[src/common/cts_pkg.sv]
// Constants, field layout and duration lookups for the charger timer block
package cts_pkg;

  // Register offsets
  localparam logic [7:0] TIMER_CFG_ADDR = 8'h08;
  localparam logic [7:0] REF_EN_ADDR    = 8'h09;
  localparam logic [7:0] BSW_CFG_ADDR   = 8'h0a;

  // Timer configuration fields
  localparam int TERM_EN_BIT  = 7;
  localparam int ADC_EN_BIT   = 6;
  localparam int WDT_LSB      = 4;
  localparam int WDT_KICK_BIT = 3;
  localparam int CC_DUR_LSB   = 1;
  localparam int TMR_EN_BIT   = 0;

  // Reference enable field
  localparam int REF_N_BIT = 3;

  // Battery switch configuration fields
  localparam int FREQ_BIT      = 7;
  localparam int EXT_TMR_BIT   = 6;
  localparam int FORCE_OFF_BIT = 5;
  localparam int RST_SEL_BIT   = 4;
  localparam int OFF_DUR_LSB   = 2;
  localparam int HOLD_DUR_LSB  = 0;

  // Power-on values
  localparam logic [7:0] TIMER_CFG_RST = 8'h95;
  localparam logic [7:0] REF_EN_RST    = 8'h00;
  localparam logic [7:0] BSW_CFG_RST   = 8'h58;

  // Bits restored by a watchdog expiry and by a register reset, and the readable reference enable bits
  localparam logic [7:0] TIMER_WDT_MASK = 8'hcf;
  localparam logic [7:0] REF_WDT_MASK   = 8'h08;
  localparam logic [7:0] BSW_WDT_MASK   = 8'hcf;
  localparam logic [7:0] BSW_RRST_MASK  = 8'hdf;
  localparam logic [7:0] REF_RD_MASK    = 8'h08;

  // Timing base: every duration counts half-second ticks
  localparam int unsigned CLK_HZ          = 50_000_000;
  localparam int unsigned HALF_SEC_MS     = 500;
  localparam int unsigned HALF_SEC_CYCLES = CLK_HZ / 1000 * HALF_SEC_MS;
  localparam int unsigned HALVES_PER_S    = 2;
  localparam int unsigned S_PER_H         = 3600;

  localparam int unsigned WDT_A_S  = 40;
  localparam int unsigned WDT_B_S  = 80;
  localparam int unsigned WDT_C_S  = 160;
  localparam int unsigned CC_A_H   = 5;
  localparam int unsigned CC_B_H   = 8;
  localparam int unsigned CC_C_H   = 12;
  localparam int unsigned CC_D_H   = 20;
  localparam int unsigned OFF_A_MS = 500;
  localparam int unsigned OFF_B_S  = 2;
  localparam int unsigned OFF_C_S  = 4;
  localparam int unsigned OFF_D_S  = 8;
  localparam int unsigned HOLD_A_S = 8;
  localparam int unsigned HOLD_B_S = 10;
  localparam int unsigned HOLD_C_S = 12;
  localparam int unsigned HOLD_D_S = 16;

  localparam int CNT_W = 20;

  typedef enum logic [1:0] {
    CTS_IDLE = 2'b00,
    CTS_HOLD = 2'b01,
    CTS_OFF  = 2'b10,
    CTS_WAIT = 2'b11
  } cts_disconnect_pin_state_t;

  function automatic logic [CNT_W-1:0] wdt_halves(input logic [1:0] sel);
    case (sel)
      2'b01:   return CNT_W'(WDT_A_S * HALVES_PER_S);
      2'b10:   return CNT_W'(WDT_B_S * HALVES_PER_S);
      2'b11:   return CNT_W'(WDT_C_S * HALVES_PER_S);
      default: return '0;
    endcase
  endfunction : wdt_halves

  function automatic logic [CNT_W-1:0] cc_halves(input logic [1:0] sel);
    case (sel)
      2'b00:   return CNT_W'(CC_A_H * S_PER_H * HALVES_PER_S);
      2'b01:   return CNT_W'(CC_B_H * S_PER_H * HALVES_PER_S);
      2'b10:   return CNT_W'(CC_C_H * S_PER_H * HALVES_PER_S);
      default: return CNT_W'(CC_D_H * S_PER_H * HALVES_PER_S);
    endcase
  endfunction : cc_halves

  function automatic logic [CNT_W-1:0] off_halves(input logic [1:0] sel);
    case (sel)
      2'b00:   return CNT_W'(OFF_A_MS / HALF_SEC_MS);
      2'b01:   return CNT_W'(OFF_B_S * HALVES_PER_S);
      2'b10:   return CNT_W'(OFF_C_S * HALVES_PER_S);
      default: return CNT_W'(OFF_D_S * HALVES_PER_S);
    endcase
  endfunction : off_halves

  function automatic logic [CNT_W-1:0] hold_halves(input logic [1:0] sel);
    case (sel)
      2'b00:   return CNT_W'(HOLD_A_S * HALVES_PER_S);
      2'b01:   return CNT_W'(HOLD_B_S * HALVES_PER_S);
      2'b10:   return CNT_W'(HOLD_C_S * HALVES_PER_S);
      default: return CNT_W'(HOLD_D_S * HALVES_PER_S);
    endcase
  endfunction : hold_halves

endpackage : cts_pkg

[src/logic/cts_tick_gen.sv]
// Divider that emits one-cycle half-second tick pulses
`timescale 1ns/1ps
module cts_tick_gen #(
  parameter int unsigned DIV = 25_000_000
) (
  input  wire logic mclk_i,
  input  wire logic rst_n_i,
  output logic      tick_o
);

  localparam int W = (DIV > 2) ? $clog2(DIV) : 1;
  localparam logic [W-1:0] LAST = W'(DIV - 1);

  logic [W-1:0] div_q;

  if (DIV < 2) begin : g_chk
    $error("cts_tick_gen: DIV must be at least 2");
  end

  always_ff @(posedge mclk_i) begin
    if (!rst_n_i) begin
      div_q  <= '0;
      tick_o <= 1'b0;
    end else if (div_q == LAST) begin
      div_q  <= '0;
      tick_o <= 1'b1;
    end else begin
      div_q  <= div_q + 1'b1;
      tick_o <= 1'b0;
    end
  end

endmodule : cts_tick_gen

[src/logic/cts_tick_counter.sv]
// Saturating counter of tick pulses with synchronous clear
`timescale 1ns/1ps
module cts_tick_counter #(
  parameter int W = 20
) (
  input  wire logic         mclk_i,
  input  wire logic         rst_n_i,
  input  wire logic         clr_i,
  input  wire logic         run_i,
  input  wire logic         tick_i,
  output logic [W-1:0]      count_o
);

  if (W < 2) begin : g_chk
    $error("cts_tick_counter: W must be at least 2");
  end

  // Saturates so a stalled comparison never wraps into a false match
  always_ff @(posedge mclk_i) begin
    if (!rst_n_i || clr_i) begin
      count_o <= '0;
    end else if (run_i && tick_i && (count_o != '1)) begin
      count_o <= count_o + 1'b1;
    end
  end

endmodule : cts_tick_counter

[src/logic/cts_timer_ctrl.sv]
// Timer and battery switch control registers with their sequencers
`timescale 1ns/1ps

// Notes on behaviour
// - Auto termination only while termination enable set
// - Standby ADC runs only when its bit set
// - Watchdog limit: off, 40s, 80s, 160s
// - Watchdog stopped whenever battery present
// - Kick bit restarts watchdog, then self-clears
// - Safety timer: 5, 8, 12, 20 hours
// - Safety timer runs only when enabled
// - Extended enable doubles safety timer duration
// - Reference enable falling restarts detection, safety timer
// - Force-off bit holds switch off, survives register reset and watchdog expiry, cleared by rst_n_i
// - Pin held low: switch off, wait, on
// - Off time: 0.5s, 2s, 4s, 8s
// - Pin hold time: 8s, 10s, 12s, 16s
module cts_timer_ctrl #(
  parameter int unsigned HALF_SEC_CYCLES = cts_pkg::HALF_SEC_CYCLES,
  parameter int          CNT_W           = cts_pkg::CNT_W
) (
  input  wire logic       mclk_i,
  input  wire logic       rst_n_i,
  input  wire logic [7:0] reg_addr_i,
  input  wire logic [7:0] reg_wdata_i,
  input  wire logic       reg_wr_i,
  input  wire logic       reg_rd_i,
  output logic      [7:0] reg_rdata_o,
  input  wire logic       reg_rst_i,
  input  wire logic       battery_present_i,
  input  wire logic       termination_reached_i,
  input  wire logic       cc_charging_i,
  input  wire logic       disconnect_pin_i,
  output logic            charge_terminate_o,
  output logic            standby_adc_enable_o,
  output logic            watchdog_expiry_o,
  output logic            safety_timer_fault_o,
  output logic            plug_detect_restart_o,
  output logic            reference_enable_n_o,
  output logic            switching_frequency_select_o,
  output logic            reset_type_select_o,
  output logic            battery_switch_o
);

  if (CNT_W < 19) begin : g_chk
    $error("cts_timer_ctrl: CNT_W too narrow for the longest timer");
  end

  logic [7:0]       timer_cfg_q;
  logic             ref_n_q;
  logic             ref_n_d;
  logic [7:0]       bsw_cfg_q;
  logic             tick;
  logic             wdt_active;
  logic             wdt_clr;
  logic             wdt_expire;
  logic [CNT_W-1:0] wdt_cnt;
  logic [CNT_W-1:0] wdt_limit;
  logic             ref_fall;
  logic             safety_run;
  logic             safety_clr;
  logic             safety_done;
  logic [CNT_W-1:0] safety_cnt;
  logic [CNT_W-1:0] safety_limit;
  logic             disconnect_pin_clr;
  logic [CNT_W-1:0] disconnect_pin_cnt;
  logic [CNT_W-1:0] hold_limit;
  logic [CNT_W-1:0] off_limit;
  logic             pin_low;
  logic             wr_timer;
  logic             wr_ref;
  logic             wr_bsw;

  cts_pkg::cts_disconnect_pin_state_t disconnect_pin_q;
  cts_pkg::cts_disconnect_pin_state_t disconnect_pin_d;

  assign wr_timer = reg_wr_i && (reg_addr_i == cts_pkg::TIMER_CFG_ADDR);
  assign wr_ref   = reg_wr_i && (reg_addr_i == cts_pkg::REF_EN_ADDR);
  assign wr_bsw   = reg_wr_i && (reg_addr_i == cts_pkg::BSW_CFG_ADDR);
  assign pin_low  = !disconnect_pin_i;

  cts_tick_gen #(
    .DIV (HALF_SEC_CYCLES)
  ) u_tick (
    .mclk_i  (mclk_i),
    .rst_n_i (rst_n_i),
    .tick_o  (tick)
  );

  // Timer configuration register
  always_ff @(posedge mclk_i) begin
    if (!rst_n_i) begin
      timer_cfg_q <= cts_pkg::TIMER_CFG_RST;
    end else if (reg_rst_i) begin
      timer_cfg_q <= cts_pkg::TIMER_CFG_RST;
    end else if (wdt_expire) begin
      timer_cfg_q <= (timer_cfg_q & ~cts_pkg::TIMER_WDT_MASK)
                   | (cts_pkg::TIMER_CFG_RST & cts_pkg::TIMER_WDT_MASK);
    end else if (wr_timer) begin
      timer_cfg_q <= reg_wdata_i;
    end else if (timer_cfg_q[cts_pkg::WDT_KICK_BIT]) begin
      timer_cfg_q[cts_pkg::WDT_KICK_BIT] <= 1'b0;
    end
  end

  // Reference enable, active low
  always_comb begin
    ref_n_d = ref_n_q;
    if (reg_rst_i) begin
      ref_n_d = cts_pkg::REF_EN_RST[cts_pkg::REF_N_BIT];
    end else if (wdt_expire) begin
      ref_n_d = cts_pkg::REF_EN_RST[cts_pkg::REF_N_BIT];
    end else if (wr_ref) begin
      ref_n_d = reg_wdata_i[cts_pkg::REF_N_BIT];
    end
  end

  always_ff @(posedge mclk_i) begin
    if (!rst_n_i) begin
      ref_n_q <= cts_pkg::REF_EN_RST[cts_pkg::REF_N_BIT];
    end else begin
      ref_n_q <= ref_n_d;
    end
  end

  assign ref_fall = ref_n_q && !ref_n_d;

  always_ff @(posedge mclk_i) begin
    if (!rst_n_i) begin
      plug_detect_restart_o <= 1'b0;
    end else begin
      plug_detect_restart_o <= ref_fall;
    end
  end

  // Battery switch configuration register
  always_ff @(posedge mclk_i) begin
    if (!rst_n_i) begin
      bsw_cfg_q <= cts_pkg::BSW_CFG_RST;
    end else if (reg_rst_i) begin
      bsw_cfg_q <= (bsw_cfg_q & ~cts_pkg::BSW_RRST_MASK)
                 | (cts_pkg::BSW_CFG_RST & cts_pkg::BSW_RRST_MASK);
    end else if (wdt_expire) begin
      bsw_cfg_q <= (bsw_cfg_q & ~cts_pkg::BSW_WDT_MASK)
                 | (cts_pkg::BSW_CFG_RST & cts_pkg::BSW_WDT_MASK);
    end else if (wr_bsw) begin
      bsw_cfg_q <= reg_wdata_i;
    end
  end

  // Readback, unmapped offsets read zero
  always_ff @(posedge mclk_i) begin
    if (!rst_n_i) begin
      reg_rdata_o <= 8'h00;
    end else if (reg_rd_i) begin
      if (reg_addr_i == cts_pkg::TIMER_CFG_ADDR) begin
        reg_rdata_o <= timer_cfg_q;
      end else if (reg_addr_i == cts_pkg::REF_EN_ADDR) begin
        reg_rdata_o <= {4'h0, ref_n_q, 3'h0} & cts_pkg::REF_RD_MASK;
      end else if (reg_addr_i == cts_pkg::BSW_CFG_ADDR) begin
        reg_rdata_o <= bsw_cfg_q;
      end else begin
        reg_rdata_o <= 8'h00;
      end
    end
  end

  assign wdt_limit = cts_pkg::wdt_halves(
                       timer_cfg_q[cts_pkg::WDT_LSB +: 2]);
  assign wdt_active = (wdt_limit != '0) && !battery_present_i;
  assign wdt_expire = wdt_active && (wdt_cnt >= wdt_limit);
  assign wdt_clr = !wdt_active || wdt_expire
                 || timer_cfg_q[cts_pkg::WDT_KICK_BIT];

  cts_tick_counter #(
    .W (CNT_W)
  ) u_wdt_cnt (
    .mclk_i  (mclk_i),
    .rst_n_i (rst_n_i),
    .clr_i   (wdt_clr),
    .run_i   (wdt_active),
    .tick_i  (tick),
    .count_o (wdt_cnt)
  );

  always_ff @(posedge mclk_i) begin
    if (!rst_n_i) begin
      watchdog_expiry_o <= 1'b0;
    end else begin
      watchdog_expiry_o <= wdt_expire;
    end
  end

  assign safety_limit = bsw_cfg_q[cts_pkg::EXT_TMR_BIT]
    ? CNT_W'({cts_pkg::cc_halves(timer_cfg_q[cts_pkg::CC_DUR_LSB +: 2]),
              1'b0})
    : cts_pkg::cc_halves(timer_cfg_q[cts_pkg::CC_DUR_LSB +: 2]);
  assign safety_run  = timer_cfg_q[cts_pkg::TMR_EN_BIT] && cc_charging_i;
  assign safety_clr  = !safety_run || ref_fall;
  assign safety_done = safety_run && (safety_cnt >= safety_limit);

  cts_tick_counter #(
    .W (CNT_W)
  ) u_safety_cnt (
    .mclk_i  (mclk_i),
    .rst_n_i (rst_n_i),
    .clr_i   (safety_clr),
    .run_i   (safety_run),
    .tick_i  (tick),
    .count_o (safety_cnt)
  );

  // Fault set wins over a clear in the same cycle
  always_ff @(posedge mclk_i) begin
    if (!rst_n_i) begin
      safety_timer_fault_o <= 1'b0;
    end else if (safety_done) begin
      safety_timer_fault_o <= 1'b1;
    end else if (safety_clr) begin
      safety_timer_fault_o <= 1'b0;
    end
  end

  assign hold_limit = cts_pkg::hold_halves(
                        bsw_cfg_q[cts_pkg::HOLD_DUR_LSB +: 2]);
  assign off_limit  = cts_pkg::off_halves(
                        bsw_cfg_q[cts_pkg::OFF_DUR_LSB +: 2]);

  // hold, off, back on; wait for release to avoid a repeat
  always_comb begin
    disconnect_pin_d = disconnect_pin_q;
    case (disconnect_pin_q)
      cts_pkg::CTS_IDLE: begin
        if (pin_low) begin
          disconnect_pin_d = cts_pkg::CTS_HOLD;
        end
      end
      cts_pkg::CTS_HOLD: begin
        if (!pin_low) begin
          disconnect_pin_d = cts_pkg::CTS_IDLE;
        end else if (disconnect_pin_cnt >= hold_limit) begin
          disconnect_pin_d = cts_pkg::CTS_OFF;
        end
      end
      cts_pkg::CTS_OFF: begin
        if (disconnect_pin_cnt >= off_limit) begin
          disconnect_pin_d = cts_pkg::CTS_WAIT;
        end
      end
      cts_pkg::CTS_WAIT: begin
        if (!pin_low) begin
          disconnect_pin_d = cts_pkg::CTS_IDLE;
        end
      end
      default: begin
        disconnect_pin_d = cts_pkg::CTS_IDLE;
      end
    endcase
  end

  always_ff @(posedge mclk_i) begin
    if (!rst_n_i) begin
      disconnect_pin_q <= cts_pkg::CTS_IDLE;
    end else begin
      disconnect_pin_q <= disconnect_pin_d;
    end
  end

  assign disconnect_pin_clr = (disconnect_pin_q != disconnect_pin_d) || (disconnect_pin_q == cts_pkg::CTS_IDLE);

  cts_tick_counter #(
    .W (CNT_W)
  ) u_disconnect_pin_cnt (
    .mclk_i  (mclk_i),
    .rst_n_i (rst_n_i),
    .clr_i   (disconnect_pin_clr),
    .run_i   (1'b1),
    .tick_i  (tick),
    .count_o (disconnect_pin_cnt)
  );

  // force-off overrides, off during the off phase
  always_ff @(posedge mclk_i) begin
    if (!rst_n_i) begin
      battery_switch_o <= 1'b0;
    end else begin
      battery_switch_o <= !bsw_cfg_q[cts_pkg::FORCE_OFF_BIT]
                       && (disconnect_pin_d != cts_pkg::CTS_OFF);
    end
  end

  always_ff @(posedge mclk_i) begin
    if (!rst_n_i) begin
      charge_terminate_o <= 1'b0;
    end else begin
      charge_terminate_o <= termination_reached_i
                         && timer_cfg_q[cts_pkg::TERM_EN_BIT];
    end
  end

  assign standby_adc_enable_o = timer_cfg_q[cts_pkg::ADC_EN_BIT];

  assign reference_enable_n_o         = ref_n_q;
  assign switching_frequency_select_o = bsw_cfg_q[cts_pkg::FREQ_BIT];
  assign reset_type_select_o          = bsw_cfg_q[cts_pkg::RST_SEL_BIT];

endmodule : cts_timer_ctrl

[config.mk]
export PLATFORM = sky130hd
export DESIGN_NAME = cts_timer_ctrl
export DESIGN_NICKNAME = d
export VERILOG_FILES = /design/src/common/cts_pkg.sv /design/src/logic/cts_tick_gen.sv /design/src/logic/cts_tick_counter.sv /design/src/logic/cts_timer_ctrl.sv
export SDC_FILE = /design/constraint.sdc
export NUM_CORES = 1
export LEC_CHECK = 0
export ABC_CLOCK_PERIOD_IN_PS = 2200
export BUFFER_PORTS_ARGS = -buffer_cell sky130_fd_sc_hd__buf_2
export CAP_MARGIN = 20
export CORE_MARGIN = 2
export CORE_UTILIZATION = 45
export CTS_BUF_LIST = sky130_fd_sc_hd__clkbuf_8 sky130_fd_sc_hd__clkbuf_16
export CTS_CLUSTER_DIAMETER = 80
export DETAILED_ROUTE_END_ITERATION = 8
export HOLD_SLACK_MARGIN = 0.03
export SYNTH_ARGS = -nofsm -noshare
export SYNTH_HDL_FRONTEND = slang
export SYNTH_SLANG_ARGS = --single-unit
[constraint.sdc]
create_clock -name mclk_i -period 2.2 [get_ports mclk_i]
set_input_delay 0.33 -clock mclk_i [delete_from_list [all_inputs] [get_ports mclk_i]]
set_output_delay 0.33 -clock mclk_i [all_outputs]
set_load 0.01 [all_outputs]
# Yosys cells after proc, flatten, opt, wreduce, memory -nomap -nowiden
# Cells that the tools add are included.
dict set report word_totals {
  register_bits 118
  latch_bits 0
  ram_bits 0
  romBits 0
  out_inout_bits 17
  word_cells 113
  memories 0
}
dict set report op_classes {
  addsub 4
  mul 0
  div 0
  order_cmp 4
  eq_ne 21
  shift 0
  mux 20
  n_bitwise 4
  reduce_logical 41
}
# operator count
set ops {}
lappend ops {{$ge A20 B20 Y1} 4}
lappend ops {{$add A20 B1 Y20 const B} 3}
lappend ops {{$ne A20 B20 Y1 const B} 3}
lappend ops {{$pmux W18 S3} 1}
lappend ops {{$pmux W9 S3} 1}
lappend ops {{$add A25 B1 Y25 const B} 1}
lappend ops {{$eq A25 B25 Y1 const B} 1}
lappend ops {{$eq A8 B4 Y1 const B} 3}
lappend ops {{$mux W8} 3}
lappend ops {{$mux W20} 1}
lappend ops {{$reduce_bool A20 Y1} 1}
lappend ops {{$pmux W6 S3} 1}
lappend ops {{$logic_and A1 B1 Y1} 15}
lappend ops {{$pmux W5 S3} 1}
lappend ops {{$eq A2 B2 Y1 const B} 7}
lappend ops {{$eq A2 B1 Y1 const B} 5}
lappend ops {{$mux W2} 5}
lappend ops {{$logic_not A2 Y1} 4}
lappend ops {{$pmux W2 S4} 1}
lappend ops {{$logic_or A1 B1 Y1} 7}
lappend ops {{$logic_not A1 Y1} 6}
lappend ops {{$mux W1} 6}
lappend ops {{$not A1 Y1} 4}
lappend ops {{$reduce_and A2 Y1} 2}
lappend ops {{other kinds (7)} 8}

# Depth between registers and ports, before layout
dict set report depth {
  ltp_word 12
  mapped_depth 11
  mapped_depth_nobuf 11
}

# Cells and area by module
# A second synthesis with hierarchy kept.
dict set report unflattened {
  hier_cells 835
  hier_area_um2 7099.3
}
# mod n_inst cells_each area_each_um2 seq_area_each_um2
set by_module_without_submodules {}
lappend by_module_without_submodules {cts_tick_counter 3 137 1184.9 400.4}
lappend by_module_without_submodules {cts_timer_ctrl 1 287 2356.0 640.6}
lappend by_module_without_submodules {cts_tick_gen 1 137 1188.6 520.5}

# Worst setup path after synthesis
# No wires, ideal clock.
dict set report synth_timing {
  kind {reg2reg}
  startpoint {register timer_cfg_q[4]}
  endpoint {register safety_timer_fault_o}
  setup_time_ps 119
  arrival_ps 2008
  required_time_ps 2081
  slack_ps 73
  stages_incl_launch_ff 10
  path_cell_list {dfxtp_1 inv_1 nor2_1 ha_1 nand2_1 o311ai_0 a311oi_2 o211ai_1 buf_2 o2bb2ai_1}
}
dict set report synth_via {
  elab_chain_len 11
  word_cells_on_any_way 14
}
# item line
set synth_lines {}
lappend synth_lines {{from (decl)} cts_timer_ctrl.sv:49} ;# logic [7:0] timer_cfg_q;
lappend synth_lines {{from (signal assigned)} cts_timer_ctrl.sv:93} ;# timer_cfg_q <= cts_pkg::TIMER_CFG_RST;
lappend synth_lines {{from (signal assigned)} cts_timer_ctrl.sv:95} ;# timer_cfg_q <= cts_pkg::TIMER_CFG_RST;
lappend synth_lines {{from (signal assigned)} cts_timer_ctrl.sv:97} ;# timer_cfg_q <= (timer_cfg_q & ~cts_pkg::TIMER_WDT_MASK)
lappend synth_lines {{$eq A2 B2 Y1 or $eq A2 B1 Y1 (tied branches)} cts_pkg.sv:73} ;# case (sel)
lappend synth_lines {{$pmux W9 S3 *} cts_pkg.sv:73}
lappend synth_lines {{parallel branches: the longest is 2 deep, another holds $ge A20 B20 Y1} --}
lappend synth_lines {{$logic_and A1 B1 Y1 *} cts_timer_ctrl.sv:171} ;# assign wdt_expire = wdt_active && (wdt_cnt >= wdt_limit);
lappend synth_lines {{$mux W1 *} cts_timer_ctrl.sv:111} ;# end else if (wdt_expire) begin
lappend synth_lines {{$mux W1 *} cts_timer_ctrl.sv:109} ;# if (reg_rst_i) begin
lappend synth_lines {{$logic_not A1 Y1 *} cts_timer_ctrl.sv:126} ;# assign ref_fall = ref_n_q && !ref_n_d;
lappend synth_lines {{$logic_and A1 B1 Y1 *} cts_timer_ctrl.sv:126}
lappend synth_lines {{$logic_or A1 B1 Y1 *} cts_timer_ctrl.sv:199} ;# assign safety_clr = !safety_run || ref_fall;
lappend synth_lines {{$reduce_bool A2 Y1 (no line) *} --}
lappend synth_lines {{to (signal assigned)} cts_timer_ctrl.sv:216} ;# safety_timer_fault_o <= 1'b0;
lappend synth_lines {{to (signal assigned)} cts_timer_ctrl.sv:218} ;# safety_timer_fault_o <= 1'b1;
lappend synth_lines {{to (signal assigned)} cts_timer_ctrl.sv:220} ;# safety_timer_fault_o <= 1'b0;
lappend synth_lines {{to (decl)} cts_timer_ctrl.sv:37} ;# output logic safety_timer_fault_o,
# Every way passes the cells marked *.
# A chain may end at the register's enable or synchronous reset.

# Worst setup path in the final report
dict set report layout_timing {
  startpoint {register timer_cfg_q[1]}
  endpoint {register safety_timer_fault_o}
}
dict set report layout_via {
  elab_chain_len 6
  word_cells_on_any_way 9
}
# item line
set layout_lines {}
lappend layout_lines {{$eq A2 B2 Y1, or another cell as far along} cts_pkg.sv:82} ;# case (sel)
lappend layout_lines {{$pmux W18 S3 *} cts_pkg.sv:82}
lappend layout_lines {{$mux W20 *} cts_timer_ctrl.sv:195} ;# ? CNT_W'({cts_pkg::cc_halves(timer_cfg_q[cts_pkg::CC_DUR_LSB +: 2]),
lappend layout_lines {{$ge A20 B20 Y1 *} cts_timer_ctrl.sv:200} ;# assign safety_done = safety_run && (safety_cnt >= safety_limit);
lappend layout_lines {{$logic_and A1 B1 Y1 *} cts_timer_ctrl.sv:200}
lappend layout_lines {{$mux W1 or $reduce_bool A2 Y1 (tied branches)} --}
# Every way passes the cells marked *; elsewhere a longest branch is shown, timed or not.

==> metrics <==
placed instance area 6860 um^2; via count between 5000 and 6000; Seq/Total Area, Yosys 0.379; Clock Power Share 0.531; switch share 0.220; ANT cells 0; RSZ-0062 raised after global routing yes; GRT Total Usage 0.207; Synth Flop Type dfxtp_1; routed len/inst 14.8 um; Area Growth Syn to Fin 21.3%; Min Hold Slack 0.155 ns; Cell Pwr Density ~660 nW/um^2; Buffers on Ports just over 40; crit-path max FO 5; Post-Syn Instances around 700; H-tree Lvls 4; io pins between 40 and 50; vias in the first global route roughly 5100; via/cell ratio around 5.4; Yosys cell types 67; GR Overflow Total 0; P_leak between 0.002 and 0.003 uW; setup TNS 0 ns; # setup viols final 0; DRT Wirelength roughly 15000 um; Die ar. ~15000 um^2; worst slack at placement -0.0159 ns; Setup crit start kind register; Design Area, Final around 7600 um^2; DRT antenna net count 0; clock slew at reported path FFs 0.06 ns; CTS Buf Count 17; Core ar. approximately 13000 um^2; first-pass GRT wire length between 20000 and 25000 um; post-synthesis instance area approximately 6200 um^2; synth warn 0; hold crit path type in2reg; crit share post-route 0.969; first-pass detailed-route iteration total 4; Initial DRC Count around 280; Clock Skew about 0.011 ns; Arrival @ worst endpoint around 2.5 ns; setup ws final between 0.06 and 0.07 ns; CTS Buffer Depth 2; largest net degree at the start of global routing 24; Initial Utilization 0.465; number of synthesized flops with an enable pin 0; run status completed; Fin. Hold Viols 0; most common cell after layout, fill and taps aside dfxtp_1; WP data required 2.55 ns; Least-Margin Pin Slew between 0.5 and 0.6 ns; most frequent cells in the layout dfxtp_1 (111), nor2_1 (100), nand2_1 (48); share of cells above drive strength 1 0.194; Die W around 120 um; die height 122 um; post-DP HPWL 10700 um; Final Max Tran Viols 0; drt drc 0; ys async rst share 0; fin crit period around 2.1 ns; initial antenna violation count 0; Gate power share 0.031; Max VDD drop between 0.6 and 0.7 mV; Hold Buf Count CTS 0; Mean Syn Cell Area between 8 and 9 um^2; CTS tree done; Pint between 3000 and 4000 uW; FF+latch count, synth around 120; kind of end point of the critical path register; TritonCTS Sinks 118; worst-skew pair later-pin latency between 0.4 and 0.5 ns; Max Fclk approximately 470 MHz; CTS root buf clkbuf_16; Max Cap Viol 0; Switching Power ~1100 uW; Power Total 4960 uW; critical path class reg2reg; slew margin rel. 0.602; Final #Nets slightly below 900; Rows between 40 and 50; RePlAce Congestion roughly 0.9; sequential power share 0.438
[layer usage]
| metal | wire length, um | global-route usage | share of wire | up-vias |
|---|---|---|---|---|
| li1 | - | - | - | 2734 |
| met1 | 6730 | 0.268 | 0.46 | 2527 |
| met2 | 7050 | 0.336 | 0.48 | 97 |
| met3 | 632 | 0.0501 | 0.043 | 21 |
| met4 | 282 | 0.0776 | 0.019 | 0 |
| met5 | 0 | 0 | 0 | - |
[power by group through the flow]
| stage | Sequential [uW] | Combinational (uW) | Clock [uW] |
|---|---|---|---|
| 6_report | 2170 | 155 | 2630 |
| 4_1_cts | 2170 | 148 | 2690 |
| 3_5_place_dp | 2220 | 148 | 0 |
| 3_3_place_gp | 2220 | 148 | 0 |
| 2_1_floorplan | 2220 | 79.9 | 0 |
| 5_1_grt | 2180 | 172 | 2780 |
[Yosys cell counts, drive strengths merged (7+ instances only)]
cell | n | area, um^2
dfxtp | 118 | 2360
nor2 | 101 | 379
nand2 | 48 | 180
xnor2 | 44 | 385
ha | 39 | 488
nand3 | 38 | 190
a21oi | 28 | 144
nand4 | 25 | 156
inv | 24 | 90.1
mux2i | 22 | 220
nor3 | 19 | 106
o21ai | 19 | 98.8
and3 | 17 | 108
nand2b | 16 | 103
xor2 | 16 | 140
clkbuf | 15 | 56.3
nor4 | 15 | 109
buf | 12 | 67.6
a211oi | 11 | 82.6
a21boi | 9 | 78.8
nor2b | 7 | 43.8
[kinds of logic after synthesis]
group	Yosys count	share of synthesized area
other	1	0.000602
buffers and inverters	51	0.0343
adders and majority gates	39	0.0783
xor gates and xnor gates	60	0.0844
AOI/OAI and AO/OA	108	0.123
muxes	26	0.0426
and+or+nand+nor	317	0.258
DFF	118	0.379
[flip-flops by register name (all words and copies together) (netlist names)]
signal,cells
disconnect_pin_q,2
bsw_cfg_q,8
u_wdt_cnt.count_o,20
timer_cfg_q,8
u_tick.div_q,25
battery_switch_o,1
safety_timer_fault_o,1
u_safety_cnt.count_o,20
u_disconnect_pin_cnt.count_o,20
u_tick.tick_o,1
reference_enable_n_o,1
watchdog_expiry_o,1
plug_detect_restart_o,1
charge_terminate_o,1
reg_rdata_o,8
[path summary, 6_finish.rpt]
check | start | to | slack [ns] | depth (start not counted)
max | timer_cfg_q[1]$_SDFFE_PP0P_ | safety_timer_fault_o$_SDFFE_PN0P_ | 0.07 | 9
min | termination_reached_i | charge_terminate_o$_SDFF_PN0_ | 0.16 | 2
max reg2reg | timer_cfg_q[1]$_SDFFE_PP0P_ | safety_timer_fault_o$_SDFFE_PN0P_ | 0.07 | 9
min reg2reg | bsw_cfg_q[5]$_SDFFE_PN0P_ | bsw_cfg_q[5]$_SDFFE_PN0P_ | 0.47 | 2
[cell type report]
| class | instances | area [um^2] |
|---|---|---|
| fillers | 1215 | 5850 |
| multi-input cells | 560 | 3770 |
| flip-flops and latches | 118 | 2370 |
| repair buffers | 85 | 541 |
| clock buffers | 17 | 425 |
| well taps | 176 | 220 |
| clock inverters | 14 | 138 |
| inverters | 24 | 90.1 |
[metrics by stage]
stage,std cells,util
after floorplan,729,-
after global placement,958,0.512
after detailed placement,958,0.512
after CTS,989,0.554
after global routing,994,0.564
final,994,0.564
[worst max-delay path, cell delays in order, from the launching register on]
cell,delay [ns]
dfxtp_2,0.37
inv_1,0.08
ha_1,0.36
a21oi_2,0.08
ha_1,0.32
o21ai_0,0.14
a2111oi_2,0.37
o21ai_1,0.11
o211ai_1,0.11
o2bb2ai_1,0.13
[repair_timing]
item	4_1_cts	5_1_grt
pin swaps	0	5
hold endpoints to repair	0	0
cloned	0	2
setup endpoints to repair	1	33
buffers inserted	0	3
gates resized for setup	4	25
No activity file was read; power rests on OpenSTA's default activity.
